<file path="src/hw/urp_params.svh">
// Timing counts, widths, limits and the erased byte value for the UV ROM programmer
`ifndef URP_PARAMS_SVH
`define URP_PARAMS_SVH
`define URP_ADDR_W 15
`define URP_DATA_W 8
`define URP_CLK_MHZ 50
`define URP_PULSE_US 100
`define URP_PULSE_CYC (`URP_PULSE_US * `URP_CLK_MHZ)
`define URP_SETTLE_CYC 5
`define URP_MAX_PULSES 25
`define URP_ERASED_BYTE 8'hFF
`endif

</file>
<file path="src/hw/urp_pkg.sv">
// Types shared by the UV ROM programmer
`default_nettype none
package urp_pkg;
    // Supply levels requested from the external regulators
    typedef enum logic [1:0] {
        URP_SUP_READ,
        URP_SUP_PROG,
        URP_SUP_VERIFY
    } urp_supply_t;

    // Control pins towards the memory
    typedef struct packed {
        logic chip_en_n;
        logic out_en_n;
        logic [14:0] word_select_lines;
        logic [7:0] byte_pins_out;
        logic byte_pins_oe;
    } urp_pins_t;

    // Job request from the user side
    typedef struct packed {
        logic [14:0] addr;
        logic [7:0] data;
        logic verify_only;
    } urp_req_t;
endpackage : urp_pkg
`default_nettype wire

</file>
<file path="src/hw/urp_programmer.sv">
// Programmer that drives a 32K x 8 UV ROM through its pins
//
// Contract
// - Program needs high supply, chip low, output high
// - Whole byte driven in parallel when programming
// - Pulses last 100 us, only as needed
// - Verify after each pulse, retry to limit
// - Each address pulsed at raised main supply
// - Final whole-array verify at nominal supplies
// - Any address order or subset allowed
// - Verify read: output low, chip high
`include "urp_params.svh"
`default_nettype none
module urp_programmer
    import urp_pkg::*;
#(
    parameter int ADDR_W = `URP_ADDR_W,
    parameter int DATA_W = `URP_DATA_W,
    parameter int PULSE_CYC = `URP_PULSE_CYC,
    parameter int SETTLE_CYC = `URP_SETTLE_CYC
) (
    // Clock and reset
    input wire logic core_clk_i,
    input wire logic reset_n_i,
    // Job interface: one word per request
    input wire logic req_valid_i,
    output logic req_ready_o,
    input wire urp_req_t req_i,
    input wire logic [7:0] max_pulses_i,
    input wire logic last_i,
    // Result per word and whole job
    output logic word_done_o,
    output logic word_fail_o,
    output logic [7:0] pulses_used_o,
    output logic job_done_o,
    output logic job_pass_o,
    // Memory pins
    output logic chip_en_n_o,
    output logic out_en_n_o,
    output logic [ADDR_W-1:0] word_select_lines_o,
    input wire logic [DATA_W-1:0] byte_pins_i,
    output logic [DATA_W-1:0] byte_pins_o,
    output logic byte_pins_oe_o,
    output urp_supply_t supply_sel_o
);
    localparam int TW = 16;

    typedef enum {
        S_IDLE, S_SETUP, S_PULSE, S_RDSET, S_CMP, S_DONE
    } urp_state_t;

    typedef struct packed {
        urp_state_t state;
        logic cen_n;
        logic oen_n;
        logic [14:0] addr;
        logic [7:0] data;
        logic [7:0] dout;
        logic doe;
        logic verify_only;
        logic last;
        logic [7:0] pulses;
        logic [DATA_W-1:0] sync1;
        logic [DATA_W-1:0] sync2;
        urp_supply_t supply;
        logic word_done;
        logic word_fail;
        logic job_done;
        logic job_ok;
        logic tstart;
        logic [TW-1:0] tload;
    } urp_st_t;

    urp_st_t st_q, st_d;
    logic tdone;

    // Readback matches only when every bit equals the wanted byte
    function automatic logic urp_match(input logic [7:0] rd,
                                       input logic [7:0] want);
        urp_match = (rd == want);
    endfunction : urp_match

    // Shared timer for pulse width and settle waits
    urp_pulse_timer #(.CNT_W(TW)) u_tmr (
        .core_clk_i(core_clk_i),
        .reset_n_i(reset_n_i),
        .start_i(st_q.tstart),
        .load_i(st_q.tload),
        .done_o(tdone)
    );

    // Sequencer
    always_comb begin
        st_d = st_q;
        st_d.sync1 = byte_pins_i;
        st_d.sync2 = st_q.sync1;
        st_d.word_done = 1'b0;
        st_d.word_fail = 1'b0;
        st_d.job_done = 1'b0;
        st_d.tstart = 1'b0;
        case (st_q.state)
            S_IDLE: begin
                // Fresh job only after the last end has been reported
                if (st_q.job_done) begin
                    st_d.job_ok = 1'b1;
                end
                st_d.cen_n = 1'b1;
                st_d.oen_n = 1'b1;
                st_d.doe = 1'b0;
                if (req_valid_i) begin
                    st_d.addr = req_i.addr;
                    st_d.data = req_i.data;
                    st_d.verify_only = req_i.verify_only;
                    st_d.last = last_i;
                    st_d.pulses = 8'h00;
                    st_d.supply = req_i.verify_only ? URP_SUP_VERIFY
                                                    : URP_SUP_PROG;
                    st_d.tstart = 1'b1;
                    st_d.tload = TW'(SETTLE_CYC);
                    st_d.state = S_SETUP;
                end
            end
            S_SETUP: begin
                if (tdone) begin
                    if (st_q.verify_only
                        || st_q.data == `URP_ERASED_BYTE) begin
                        // Erased byte needs no pulse, just read it
                        // Final verify: both enables low; else chip high
                        st_d.cen_n = !st_q.verify_only;
                        st_d.oen_n = 1'b0;
                        st_d.tstart = 1'b1;
                        st_d.tload = TW'(SETTLE_CYC);
                        st_d.state = S_RDSET;
                    end else begin
                        st_d.dout = st_q.data;
                        st_d.doe = 1'b1;
                        st_d.oen_n = 1'b1;
                        st_d.cen_n = 1'b0;
                        st_d.pulses = st_q.pulses + 8'h01;
                        st_d.tstart = 1'b1;
                        // Timer start and stop add a cycle each
                        st_d.tload = TW'(PULSE_CYC - 2);
                        st_d.state = S_PULSE;
                    end
                end
            end
            S_PULSE: begin
                if (tdone) begin
                    // Release data bus, chip high and output low all in the same cycle
                    st_d.cen_n = 1'b1;
                    st_d.doe = 1'b0;
                    st_d.oen_n = 1'b0;
                    st_d.tstart = 1'b1;
                    st_d.tload = TW'(SETTLE_CYC);
                    st_d.state = S_RDSET;
                end
            end
            S_RDSET: begin
                if (tdone) begin
                    st_d.tstart = 1'b1;
                    st_d.tload = TW'(3); // Let the synchroniser fill
                    st_d.state = S_CMP;
                end
            end
            S_CMP: begin
                if (tdone) begin
                    st_d.oen_n = 1'b1;
                    st_d.cen_n = 1'b1;
                    if (urp_match(st_q.sync2, st_q.data)) begin
                        st_d.word_done = 1'b1;
                        st_d.state = S_DONE;
                    end else if (st_q.verify_only
                                 || st_q.pulses >= max_pulses_i) begin
                        st_d.word_done = 1'b1;
                        st_d.word_fail = 1'b1;
                        st_d.job_ok = 1'b0;
                        st_d.state = S_DONE;
                    end else begin
                        st_d.tstart = 1'b1;
                        st_d.tload = TW'(SETTLE_CYC);
                        st_d.state = S_SETUP;
                    end
                end
            end
            S_DONE: begin
                if (st_q.last) begin
                    st_d.job_done = 1'b1;
                    st_d.supply = URP_SUP_READ;
                end
                st_d.state = S_IDLE;
            end
            default: st_d.state = S_IDLE;
        endcase
    end

    // State register
    always_ff @(posedge core_clk_i or negedge reset_n_i) begin
        if (!reset_n_i) begin
            st_q <= '0;
            st_q.state <= S_IDLE;
            st_q.cen_n <= 1'b1;
            st_q.oen_n <= 1'b1;
            st_q.job_ok <= 1'b1;
            st_q.supply <= URP_SUP_READ;
        end else begin
            st_q <= st_d;
        end
    end

    // Outputs
    assign req_ready_o = (st_q.state == S_IDLE);
    assign word_done_o = st_q.word_done;
    assign word_fail_o = st_q.word_fail;
    assign pulses_used_o = st_q.pulses;
    assign job_done_o = st_q.job_done;
    assign job_pass_o = st_q.job_done & st_q.job_ok;
    assign chip_en_n_o = st_q.cen_n;
    assign out_en_n_o = st_q.oen_n;
    assign word_select_lines_o = st_q.addr;
    assign byte_pins_o = st_q.dout;
    assign byte_pins_oe_o = st_q.doe;
    assign supply_sel_o = st_q.supply;
endmodule : urp_programmer
`default_nettype wire

</file>
<file path="src/hw/urp_pulse_timer.sv">
// Countdown timer used for program pulses and settle waits
`default_nettype none
module urp_pulse_timer #(
    parameter int CNT_W = 16
) (
    // Clock and reset
    input wire logic core_clk_i,
    input wire logic reset_n_i,
    // Control
    input wire logic start_i,
    input wire logic [CNT_W-1:0] load_i,
    output logic done_o
);
    typedef struct packed {
        logic [CNT_W-1:0] cnt;
        logic busy;
        logic done;
    } urp_tmr_t;
    urp_tmr_t st_q, st_d;

    // Count down, pulse done once at expiry
    always_comb begin
        st_d = st_q;
        st_d.done = 1'b0;
        if (start_i) begin
            st_d.cnt = load_i;
            st_d.busy = 1'b1;
        end else if (st_q.busy) begin
            if (st_q.cnt <= CNT_W'(1)) begin
                st_d.busy = 1'b0;
                st_d.done = 1'b1;
            end else begin
                st_d.cnt = st_q.cnt - CNT_W'(1);
            end
        end
    end

    // State register
    always_ff @(posedge core_clk_i or negedge reset_n_i) begin
        if (!reset_n_i) begin
            st_q <= '0;
        end else begin
            st_q <= st_d;
        end
    end

    assign done_o = st_q.done;
endmodule : urp_pulse_timer
`default_nettype wire

</file>
<file path="config.mk">
export PLATFORM = sky130hd
export DESIGN_NAME = urp_programmer
export DESIGN_NICKNAME = d
export VERILOG_FILES = /design/src/hw/urp_pkg.sv /design/src/hw/urp_programmer.sv /design/src/hw/urp_pulse_timer.sv
export VERILOG_INCLUDE_DIRS = /design/src /design/src/hw
export SDC_FILE = /design/constraint.sdc
export NUM_CORES = 1
export LEC_CHECK = 0
export ABC_AREA = 1
export BUFFER_PORTS_ARGS = -buffer_cell sky130_fd_sc_hd__buf_4
export CAP_MARGIN = 20
export CORE_ASPECT_RATIO = 0.6
export CORE_UTILIZATION = 38
export CTS_CLUSTER_DIAMETER = 100
export DETAILED_ROUTE_END_ITERATION = 16
export GPL_TIMING_DRIVEN = 0
export PLACE_DENSITY = 0.6
export SYNTH_ARGS = -nofsm -noshare
export SYNTH_HDL_FRONTEND = slang
export SYNTH_SLANG_ARGS = --single-unit
</file>
<file path="constraint.sdc">
create_clock -name core_clk_i -period 1.7 [get_ports core_clk_i]
set_input_delay 0 -clock core_clk_i [delete_from_list [all_inputs] [get_ports core_clk_i]]
set_output_delay 0 -clock core_clk_i [all_outputs]
set_load 0.1 [all_outputs]
</file>
==> impl_results.md, run 1 <==
- Max Freq: 615 MHz
- Final Critical Period: 1.63 ns
- Switching power: 0.00668 W
- DP Area: 5700 um2
- Die Footprint: 13,200 um2
- Status: complete, no violations
- Layout cells sized above 1: 31.6%
- Final Worst Setup Slack: 0.0728 ns
- Synth unique cells: 39
- Root buf cell: clkbuf_16
- First-pass GRT wire length: 19.0 mm
- Fin. Hold Viols: 0
- Number of synthesized flops with an enable pin: 0
- Worst setup SP type: register
- Pin count of the biggest net entering global routing: 57
- Mapped Nets: 642
- Mapped cell area: 4830 um2
- Total core area: 12,200 um2
- Cells after Synth: 587
- H-tree depth: 3
- Vias: 4,066
- Most common flop cell mapped by yosys: dfrtp_1
- Seq/Total Area, Yosys: 47.7%
- GRT Overall Usage: 18.8%
- Final period util: 95.7%
- Crit-path max FO: 10
- Clk_skew: 0.00585 ns
- Top cell type's share of synthesized area: 46.1%
- Hold path cells: 5
- IO Pins: 85
- Max IR drop VDD: 1.54 mV
- RePlAce Congestion: 0.895
- Die H: 89.4 um
- Cts bufs inserted: 9
- CTS tree: done
- YS warnings: 0
- Final WL: 11.6 mm
- Initial antenna violation count: 0
- Port Buffers: 84
- Top cells by area, synth: dfrtp_1, nand2_1, buf_4, inv_1, nor2_1
- Place WS: -0.0473 ns
- Post-synth top cells: nand2_1, dfrtp_1, inv_1
- Synth Register Bits: 92
- Clock Latency Late Sink: 0.35 ns
- Site Rows: 31
- Starting Density: 39.6%
- Drt wl/cell: 12.9 um
- Crit. End Element: register
- Clock sink count: 92
- Vias in the first global route: 3,743
- Worst EP required: 1.94 ns
- Internal power: 0.00627 W
- HPWL after DPL: 8.28 mm
- Reg power frac: 26.6%
- Slew Viols, Final: 0
- NumNets Final: 787
- Leading area contributor after synthesis: dfrtp_1
- Switching part of the total: 51.6%
- PwrDens: 1990 nW/um2
- Comb pwr share: 58.2%
- CTS clk-pin slew, worst paths: 0.07 ns
- Worst min path class: input port to register
- Antenna cells: 0
- Residual DRC: 0
- DRT Pass-1 Iters: 5
- Most numerous cell in the Yosys netlist: nand2_1
- Slew headroom: 66.0%
- Overflow after GRT: 0
- Crit Path Class: register to register
- Final core occ: 53.4%
- Leak: 3.45 nW
- Clock Tree Buf Depth: 2
- Ys async rst share: 100%
- Worst slew pin tran: 0.510 ns
- Die Span X: 148 um
- Worst endpoint data arrival time: 1.87 ns
- Max cap viols: 0
- Final ANT Viol Nets: 0
- Mean Syn Cell Area: 8.23 um2
- Final Cell Area: 6520 um2
- Clock share of power: 15.2%
- Final setup vio count: 0
- DR iter-0 viols: 246
- Syn-to-layout area delta: 34.9%
- R2R depth: 9
- Vias/cell: 4.51
==> critical path: stages (launching register included) <==
cell and delay, ns:
dfrtp_2 0.45, nor2_4 0.17, inv_2 0.08, nor2_4 0.15, inv_2 0.06, nor2_4 0.20
inv_2 0.10, buf_4 0.19, nand2_1 0.06, nand2_1 0.05
==> path summary, 6_finish.rpt <==
check	start	endpoint	slack [ns]
setup reg to reg	st_q[83]	word_select_lines_o[3]	0.07
hold reg to reg	st_d[28]	st_q[28]	0.35
max in group asynchronous	reset_n_i	st_q[17]	0.84
hold / removal	req_valid_i	supply_sel_o[1]	0.11
setup / recovery	st_q[83]	word_select_lines_o[3]	0.07
min in group asynchronous	reset_n_i	u_tmr.st_q[17]	0.15
==> state kept, by name, indices dropped and copies added (netlist names) <==
signal / cells
st_d: 8
out_en_n_o: 1
byte_pins_o: 8
word_done_o: 1
job_done_o: 1
u_tmr.done_o: 1
pulses_used_o: 8
byte_pins_oe_o: 1
supply_sel_o: 2
word_fail_o: 1
word_select_lines_o: 15
st_q: 27
chip_en_n_o: 1
u_tmr.st_q: 17
==> placed cells by master (no fill, tap or decap), types with 3 or more instances in the layout <==
cell	n
nor2_1	40
o21ai_1	7
nand4_1	5
inv_8	3
a21oi_1	11
xnor2_1	5
nand2_2	7
nand2_4	5
o21ai_2	12
buf_2	4
nor2_2	5
dfrtp_1	84
dlygate4sd3_1	34
ha_1	9
nand2_1	200
or2_2	3
o21ai_0	18
inv_1	52
inv_2	9
dfrtp_2	5
buf_4	134
nand3_1	19
xor2_1	7
nor3_1	7
a21oi_2	3
nor2_4	8
clkbuf_16	9
dfstp_2	3
nor3_2	3
==> logic make-up after synthesis <==
logic type      Yosys count  synth area share (%)
compound gates           56                  7.09
xor+xnor                 12                  2.17
fa+ha+maj                11                  2.85
buf+inv                 107                  11.8
flops                    92                  47.7
simple gates            309                  28.4
==> power groups by stage <==
stage / clock (W) / combinational (W) / sequential, W
after floorplan: 0 / 0.00558 / 0.00349
after global placement: 0 / 0.00701 / 0.00343
after detailed placement: 0 / 0.00710 / 0.00345
after CTS: 0.00205 / 0.00719 / 0.00341
after global routing: 0.00212 / 0.00824 / 0.00353
final: 0.00197 / 0.00753 / 0.00344
==> stage by stage <==
step	hold WS (ns)	setup TNS (ns)	cells	total power, W
final	0.113	0	902	0.0129
after CTS	0.111	0	887	0.0127
after global routing	0.133	-0.158	902	0.0139
after global placement	0.110	-0.213	836	0.0104
after floorplan	-0.296	-3.00	587	0.00907
after detailed placement	0.00739	-0.300	837	0.0106
==> layer usage <==
metal,vias up,part of all wire (%),GRT usage [%]
met3,13,7.0,4.74
met1,1834,51,28.8
met4,0,1.1,4.97
met5,-,0,0
met2,121,40,25.9
li1,2098,-,-
==> what timing repair did <==
action                                  in CTS  in global routing
setup buffers                                0                 15
endpoints found under the setup margin      16                 33
gates resized for setup                      2                 23
gates cloned                                 0                  0
hold buffers                                34                  0
hold endpoints to repair                    71                  0
pin swaps                                    0                  6
==> area by class of cell <==
cell class	count	area [um2]
tap	165	206
buffer	45	340
clock inverter	7	65.1
timing repair buffer	134	1110
fill	1143	5700
clock buffer	9	225
sequential	92	2310
inverter	62	235
multi-input combinational	388	2030
Power figures use the tool's default switching activity.
==> run 2: changes to the inputs <==
--- a/config.mk
+++ b/config.mk
@@ -7,14 +7,14 @@
 export NUM_CORES = 1
 export LEC_CHECK = 0
 export ABC_AREA = 1
-export BUFFER_PORTS_ARGS = -buffer_cell sky130_fd_sc_hd__buf_4
 export CAP_MARGIN = 20
 export CORE_ASPECT_RATIO = 0.6
 export CORE_UTILIZATION = 38
 export CTS_CLUSTER_DIAMETER = 100
 export DETAILED_ROUTE_END_ITERATION = 16
+export DONT_BUFFER_PORTS = 1
 export GPL_TIMING_DRIVEN = 0
-export PLACE_DENSITY = 0.6
+export PLACE_DENSITY = 0.54
 export SYNTH_ARGS = -nofsm -noshare
 export SYNTH_HDL_FRONTEND = slang
 export SYNTH_SLANG_ARGS = --single-unit
==> impl_results.md, run 2 (synthesized netlist as in run 1, its figures left out) <==
- Leak: 3.11 nW (-9.9%)
- Failing checks: negative hold slack, negative setup slack
- H-tree depth: 3 (unchanged)
- Syn-to-layout area delta: 25.9%
- First-pass GRT wire length: 18.3 mm (-3.9%)
- Most common cell after layout, fill and taps aside: nand2_1
- Final period util: 114% (+18 points)
- Residual DRC: 0 (unchanged)
- Largest reg by FF count: st_q
- Final WL: 11.2 mm (-3.4%)
- Worst endpoint data arrival time: 2.22 ns (+0.35 ns)
- DR iter-0 viols: 211 (-14%)
- Clk_skew: 0.00979 ns (+0.00394 ns)
- NumNets Final: 706 (-10%)
- Layout cells sized above 1: 26.2% (-5.4 points)
- CP max-delay cell: nor2_4
- RSZ-0062 raised after global routing: yes
- Crit-path max FO: 10 (unchanged)
- Hold-fix buffers, CTS: 33 (-2.9%)
- Hold WS: -0.655 ns (-0.768 ns)
- CP max stage delay: 0.54 ns (+0.09 ns)
- Clock Latency Late Sink: 0.34 ns (about the same)
- Fin. Hold Viols: 92 (+92)
- Comb pwr share: 56.3% (-1.9 points)
- DRT Pass-1 Iters: 4 (-1)
- Vias in the first global route: 3,583 (-4.3%)
- Final Cell Area: 6090 um2 (-6.7%)
- FF-to-FF Start: st_q[83]
- Pin count of the biggest net entering global routing: 93 (+63%)
- Slew headroom: 39.2% (-27 points)
- Clock Tree Buf Depth: 2 (unchanged)
- Max IR drop VDD: 1.63 mV (+5.8%)
- Final Critical Period: 1.94 ns (+0.314 ns)
- Switching part of the total: 51.6% (about the same)
- Crit path buf inv count: 4 (unchanged)
- Crit-path leading delay family: simple AND/OR/NAND/NOR gates
- Commonest cells after routing, fill and taps aside: nand2_1, dfrtp_1, inv_1
- Vias: 3,799 (-6.6%)
- Total core area: 12,200 um2 (unchanged)
- Critical R2R Capture: word_select_lines_o[11]
- Drt wl/cell: 13.7 um (+6.2%)
- Reg power frac: 28.2% (+1.6 points)
- Final Worst Setup Slack: -0.241 ns (-0.314 ns)
- Max Freq: 515 MHz (-16%)
- RePlAce Congestion: 0.847 (-5.4%)
- Max cap viols: 0 (unchanged)
- Starting Density: 39.6% (unchanged)
- Final setup vio count: 45 (+45)
- Tot Pwr: 0.0130 W (+0.45%)
- Die H: 89.4 um (unchanged)
- Worst-path cell chain: nor2_4 -> inv_2 -> nor2_4 -> inv_2 -> nor2_4 -> buf_6 -> buf_8 -> nand2_1 -> nand2_1
- Max FFs per register: 27 (unchanged)
- Worst setup SP type: register
- Final ANT Viol Nets: 0 (unchanged)
- Status: complete, but fails checks
- R2R Setup Slk: -0.24 ns (-0.31 ns)
- Initial antenna violation count: 0 (unchanged)
- Internal power: 0.00630 W (+0.42%)
- Port Buffers: 0 (-100%)
- Clock share of power: 15.5% (+0.3 points)
- DP Area: 5040 um2 (-12%)
- Slew Viols, Final: 0 (unchanged)
- Die Footprint: 13,200 um2 (unchanged)
- CTS clk-pin slew, worst paths: 0.07 ns (about the same)
- Worst slew pin tran: 0.912 ns (+0.403 ns)
- Antenna cells: 0 (unchanged)
- Crit-path most repeated cell: nor2_4
- Die Span X: 148 um (unchanged)
- Crit Path Class: register to register
- GRT Overall Usage: 17.9% (-0.89 points)
- Root buf cell: clkbuf_16
- Cts bufs inserted: 9 (unchanged)
- Final setup TNS: -8.52 ns (-8.52 ns)
- Overflow after GRT: 0 (unchanged)
- CTS tree: done
- IO Pins: 85 (unchanged)
- HPWL after DPL: 7.81 mm (-5.6%)
- Crit. End Element: register
- Switching power: 0.00671 W (+0.49%)
- Site Rows: 31 (unchanged)
- Clock sink count: 92 (unchanged)
- PwrDens: 2140 nW/um2 (+7.6%)
- Worst EP required: 1.98 ns (+0.04 ns)
- R2R depth: 9 (unchanged)
- Worst min path class: input port to async pin
- Vias/cell: 4.63 (+2.7%)
## run 2: cell count changes in the layout (fill, tap and decap cells not counted), moves of 5 or more
cell / change
nand2_1: -19
buf_6: +7
nand2_2: +15
buf_4: -87
o21ai_1: +5
o21ai_0: -5
## run 2: timing repair
| item | 4_1_cts | 5_1_grt |
|---|---|---|
| gates cloned | 2 | 1 |
| hold endpoints to repair | 127 | 92 |
| pin swaps | 5 | 12 |
| setup buffers | 9 | 10 |
| setup endpoints to repair | 58 | 70 |
| resized for setup | 36 | 37 |
## run 2: final cells by class
cell class,count,area (um2)
inverters,62,241
well taps,165,206
plain buffers,43,367
flip-flops and latches,92,2310
multi-input cells,388,2090
fillers,1184,6130
repair buffers,55,576
clock buffers,10,239
clock inverters,6,60.1
## run 2: routing by layer
layer  GRT usage, %  wire (um)  vias to the layer above
met4           4.40         67                        0
met1           27.0       5980                     1758
met5              0          0                        -
li1               -          -                     1939
met3           4.80        645                        7
met2           25.2       4530                       95
## run 2: how the worst max path moves through the flow
stage	start	endpoint	depth (start not counted)
after floorplan	st_q[84]	supply_sel_o[1]	9
after global placement	st_q[84]	word_select_lines_o[6]	9
after detailed placement	st_q[84]	word_select_lines_o[11]	9
after CTS	st_q[83]	st_q[64]	9
after global routing	st_q[83]	word_select_lines_o[8]	9
final	st_q[83]	word_select_lines_o[11]	9
## run 2: through the flow
stage | utilization [%] | worst slack (ns) | std cells
2_1_floorplan | - | -0.0992 | 587
3_3_place_gp | 41.3 | -0.344 | 752
3_5_place_dp | 41.3 | -0.369 | 752
4_1_cts | 48.2 | -0.262 | 812
5_1_grt | 49.8 | -0.316 | 821
6_report | 49.8 | -0.241 | 821
## run 2: power groups by stage
stage                     Sequential (W)  Combinational, W  Clock [W]
after global placement           0.00363           0.00627          0
after global routing             0.00376           0.00795    0.00216
after CTS                        0.00362           0.00698    0.00207
final                            0.00367           0.00732    0.00202
after floorplan                  0.00349           0.00558          0
after detailed placement         0.00365           0.00635          0
==> run 3: changes to the inputs <==
--- a/config.mk
+++ b/config.mk
@@ -6,7 +6,7 @@
 export SDC_FILE = /design/constraint.sdc
 export NUM_CORES = 1
 export LEC_CHECK = 0
-export ABC_AREA = 1
+export ABC_AREA = 0
 export CAP_MARGIN = 20
 export CORE_ASPECT_RATIO = 0.6
 export CORE_UTILIZATION = 38
==> impl_results.md, run 3 <==
- FF-to-FF Start: st_q[84]
- Crit-path leading delay family: simple AND/OR/NAND/NOR gates
- Hold-fix buffers, CTS: 34 (+3.0%)
- Die Span X: 141 um (-4.6%)
- Final setup vio count: 62 (+38%)
- Crit. End Element: register
- Mean Syn Cell Area: 9.61 um2 (+17%)
- GRT Overall Usage: 19.4% (+1.5 points)
- Post-synth top cells: nand2_1, dfrtp_1, buf_4
- Synth unique cells: 56 (+44%)
- IO Pins: 85 (unchanged)
- Clock Tree Buf Depth: 2 (unchanged)
- RSZ-0062 raised after global routing: yes
- Worst slew pin tran: 1.14 ns (+0.224 ns)
- Vias: 3,326 (-12%)
- Worst endpoint data arrival time: 2.45 ns (+0.23 ns)
- CTS tree: done
- R2R Setup Slk: -0.52 ns (-0.28 ns)
- Worst min path class: input port to async pin
- Final Worst Setup Slack: -0.518 ns (-0.276 ns)
- Synth Area in Simple Gates: 21.5% (-6.9 points)
- Die Footprint: 12,000 um2 (-9.0%)
- Port Buffers: 0 (unchanged)
- Hold WS: -0.651 ns (+0.00384 ns)
- Pin count of the biggest net entering global routing: 93 (unchanged)
- Crit Path Class: register to register
- Mapped Nets: 512 (-20%)
- Root buf cell: clkbuf_16
- Cts bufs inserted: 9 (unchanged)
- Mapped cell area: 4390 um2 (-9.1%)
- Final Critical Period: 2.22 ns (+0.276 ns)
- Worst-path cell chain: nor3_4 -> and2_4 -> buf_12 -> nor2_4 -> a21o_1 -> a21o_1
- Filler-free cell count of the finished design: 683 (-17%)
- Final WL: 10.8 mm (-3.4%)
- Syn-to-layout area delta: 37.8%
- Site Rows: 29 (-6.5%)
- Failing checks: negative hold slack, negative setup slack
- Crit-path most repeated cell: a21o_1
- Overflow after GRT: 0 (unchanged)
- Top cells by area, synth: dfrtp_1, nand2_1, buf_4, xnor2_1, ha_1
- Most common cell after layout, fill and taps aside: nand2_1
- Leading area contributor after synthesis: dfrtp_1
- Max IR drop VDD: 1.33 mV (-18%)
- Top cell type's share of synthesized area: 50.7% (+4.6 points)
- Starting Density: 40.3% (+0.79 points)
- Crit path buf inv count: 1 (-3)
- Cells after Synth: 457 (-22%)
- Worst EP required: 1.94 ns (-0.04 ns)
- Synth Area in Compound Gates: 8.52% (+1.4 points)
- Antenna cells: 0 (unchanged)
- Post-Synth XOR/XNOR Area: 4.99% (+2.8 points)
- Ys async rst share: 100% (unchanged)
- DRT Pass-1 Iters: 4 (unchanged)
- Number of synthesized flops with an enable pin: 0 (unchanged)
- Crit-path max FO: 6 (-4)
- Synth Register Bits: 92 (unchanged)
- Initial antenna violation count: 0 (unchanged)
- Leak: 2.86 nW (-8.0%)
- Commonest cells after routing, fill and taps aside: nand2_1, dfrtp_1, buf_4
- Clock Latency Late Sink: 0.35 ns (about the same)
- Vias in the first global route: 3,332 (-7.0%)
- Drt wl/cell: 15.9 um (+16%)
- RePlAce Congestion: 0.842 (-0.57%)
- Slew headroom: 24.0% (-15 points)
- Post-synthesis mux area share: 0.256% (+0.26 points)
- Vias/cell: 4.87 (+5.2%)
- Final setup TNS: -23.87 ns (-15.36 ns)
- NumNets Final: 594 (-16%)
- Clock sink count: 92 (unchanged)
- FILL cells: 952 (-20%)
- Slew Viols, Final: 0 (unchanged)
- YS warnings: 0 (unchanged)
- HPWL after DPL: 7.08 mm (-9.4%)
- Max FFs per register: 27 (unchanged)
- Most common flop cell mapped by yosys: dfrtp_1
- Largest family of logic cells by synthesized area: simple AND/OR/NAND/NOR gates
- Max Freq: 451 MHz (-12%)
- Seq/Total Area, Yosys: 52.5% (+4.8 points)
- Most numerous cell in the Yosys netlist: nand2_1
- Final period util: 130% (+16 points)
- CP max-delay cell: nor3_4
- Total core area: 10,900 um2 (-11%)
- Clk_skew: 0.0122 ns (+0.00245 ns)
- H-tree depth: 3 (unchanged)
- Post-Place Cells: 596 (-21%)
- R2R depth: 6 (-3)
- CP max stage delay: 0.93 ns (+0.39 ns)
- PwrDens: 1810 nW/um2 (-16%)
- Die H: 85.3 um (-4.6%)
- Status: complete, but fails checks
- First-pass GRT wire length: 17.7 mm (-3.0%)
- Worst setup SP type: register
- Post-Synth Adder-Cell Area: 3.13% (+0.29 points)
- Layout cells sized above 1: 30.7% (+4.5 points)
- CTS clk-pin slew, worst paths: 0.07 ns (about the same)
- Max cap viols: 0 (unchanged)
- Final ANT Viol Nets: 0 (unchanged)
- Residual DRC: 0 (unchanged)
- Largest reg by FF count: st_q
- DR iter-0 viols: 285 (+35%)
- Critical R2R Capture: st_q[12]
- Fin. Hold Viols: 92 (unchanged)
run 3: changes by cell type after synthesis, sizes merged, moves of 5 or more:
cell	before	now
xnor2	5	20
nor2	53	28
nand2	212	115
or3	0	5
inv	62	18
o21ai	37	18
buf	44	34
nand3	22	7
clkbuf	1	19
nand2b	0	6
run 3: kinds of logic (layout without fill, tap and decap cells):
group | after synthesis | after routing
fa+ha+maj | 11 | 11
simple gates | 199 | 199
mux | 1 | 1
flops | 92 | 92
xor+xnor | 25 | 25
buf+inv | 71 | 158
compound gates | 58 | 58
run 3: how the worst max path moves through the flow:
stage	startpoint	endpoint	slack [ns]	cells after the start
final	st_q[84]	st_q[12]	-0.52	6
after global routing	st_q[84]	word_select_lines_o[8]	-0.59	7
after CTS	pulses_used_o[0]	st_q[1]	-0.52	7
after detailed placement	st_q[85]	word_select_lines_o[7]	-0.77	6
after global placement	st_q[85]	word_select_lines_o[12]	-0.71	6
after floorplan	st_q[85]	st_q[12]	-0.47	7
run 3: cell type report:
cell class,count,area [um2],share of cell area (%)
clock buffers,9,225,3.72
inverters,18,70.1,1.16
clock inverters,7,80.1,1.32
repair buffers,72,686,11.3
plain buffers,52,479,7.92
multi-input cells,294,2030,33.5
well taps,139,174,2.87
flip-flops and latches,92,2310,38.2
run 3: power by group:
| group | switching [W] | internal [W] | leakage [nW] |
|---|---|---|---|
| Sequential | 0.000820 | 0.00287 | 1.14 |
| Combinational | 0.00351 | 0.00172 | 1.57 |
| Clock | 0.000955 | 0.00104 | 0.146 |
run 3: per-stage QoR:
stage                     area, um2  power [W]  utilization, %  setup slack (ns)
after floorplan                4610    0.00772               -            -0.472
after global placement         4790    0.00815            44.0            -0.714
after detailed placement       4790    0.00822            44.0            -0.767
after CTS                      5780     0.0107            53.1            -0.522
after global routing           6050     0.0115            55.6            -0.590
final                          6050     0.0109            55.6            -0.518
run 3: repair_timing:
item	4_1_cts	5_1_grt
resized for setup	42	43
hold endpoints to repair	128	92
endpoints found under the setup margin	72	76
buffers inserted	18	18
pin swaps	21	20
cloned	2	1
run 3: routing by layer:
metal | vias up | global-route usage (%) | part of all wire, %
met2 | 83 | 27.2 | 41
met4 | 0 | 3.56 | 0.52
met1 | 1592 | 29.4 | 53
li1 | 1646 | - | -
met5 | - | 0 | 0
met3 | 5 | 5.81 | 5.2
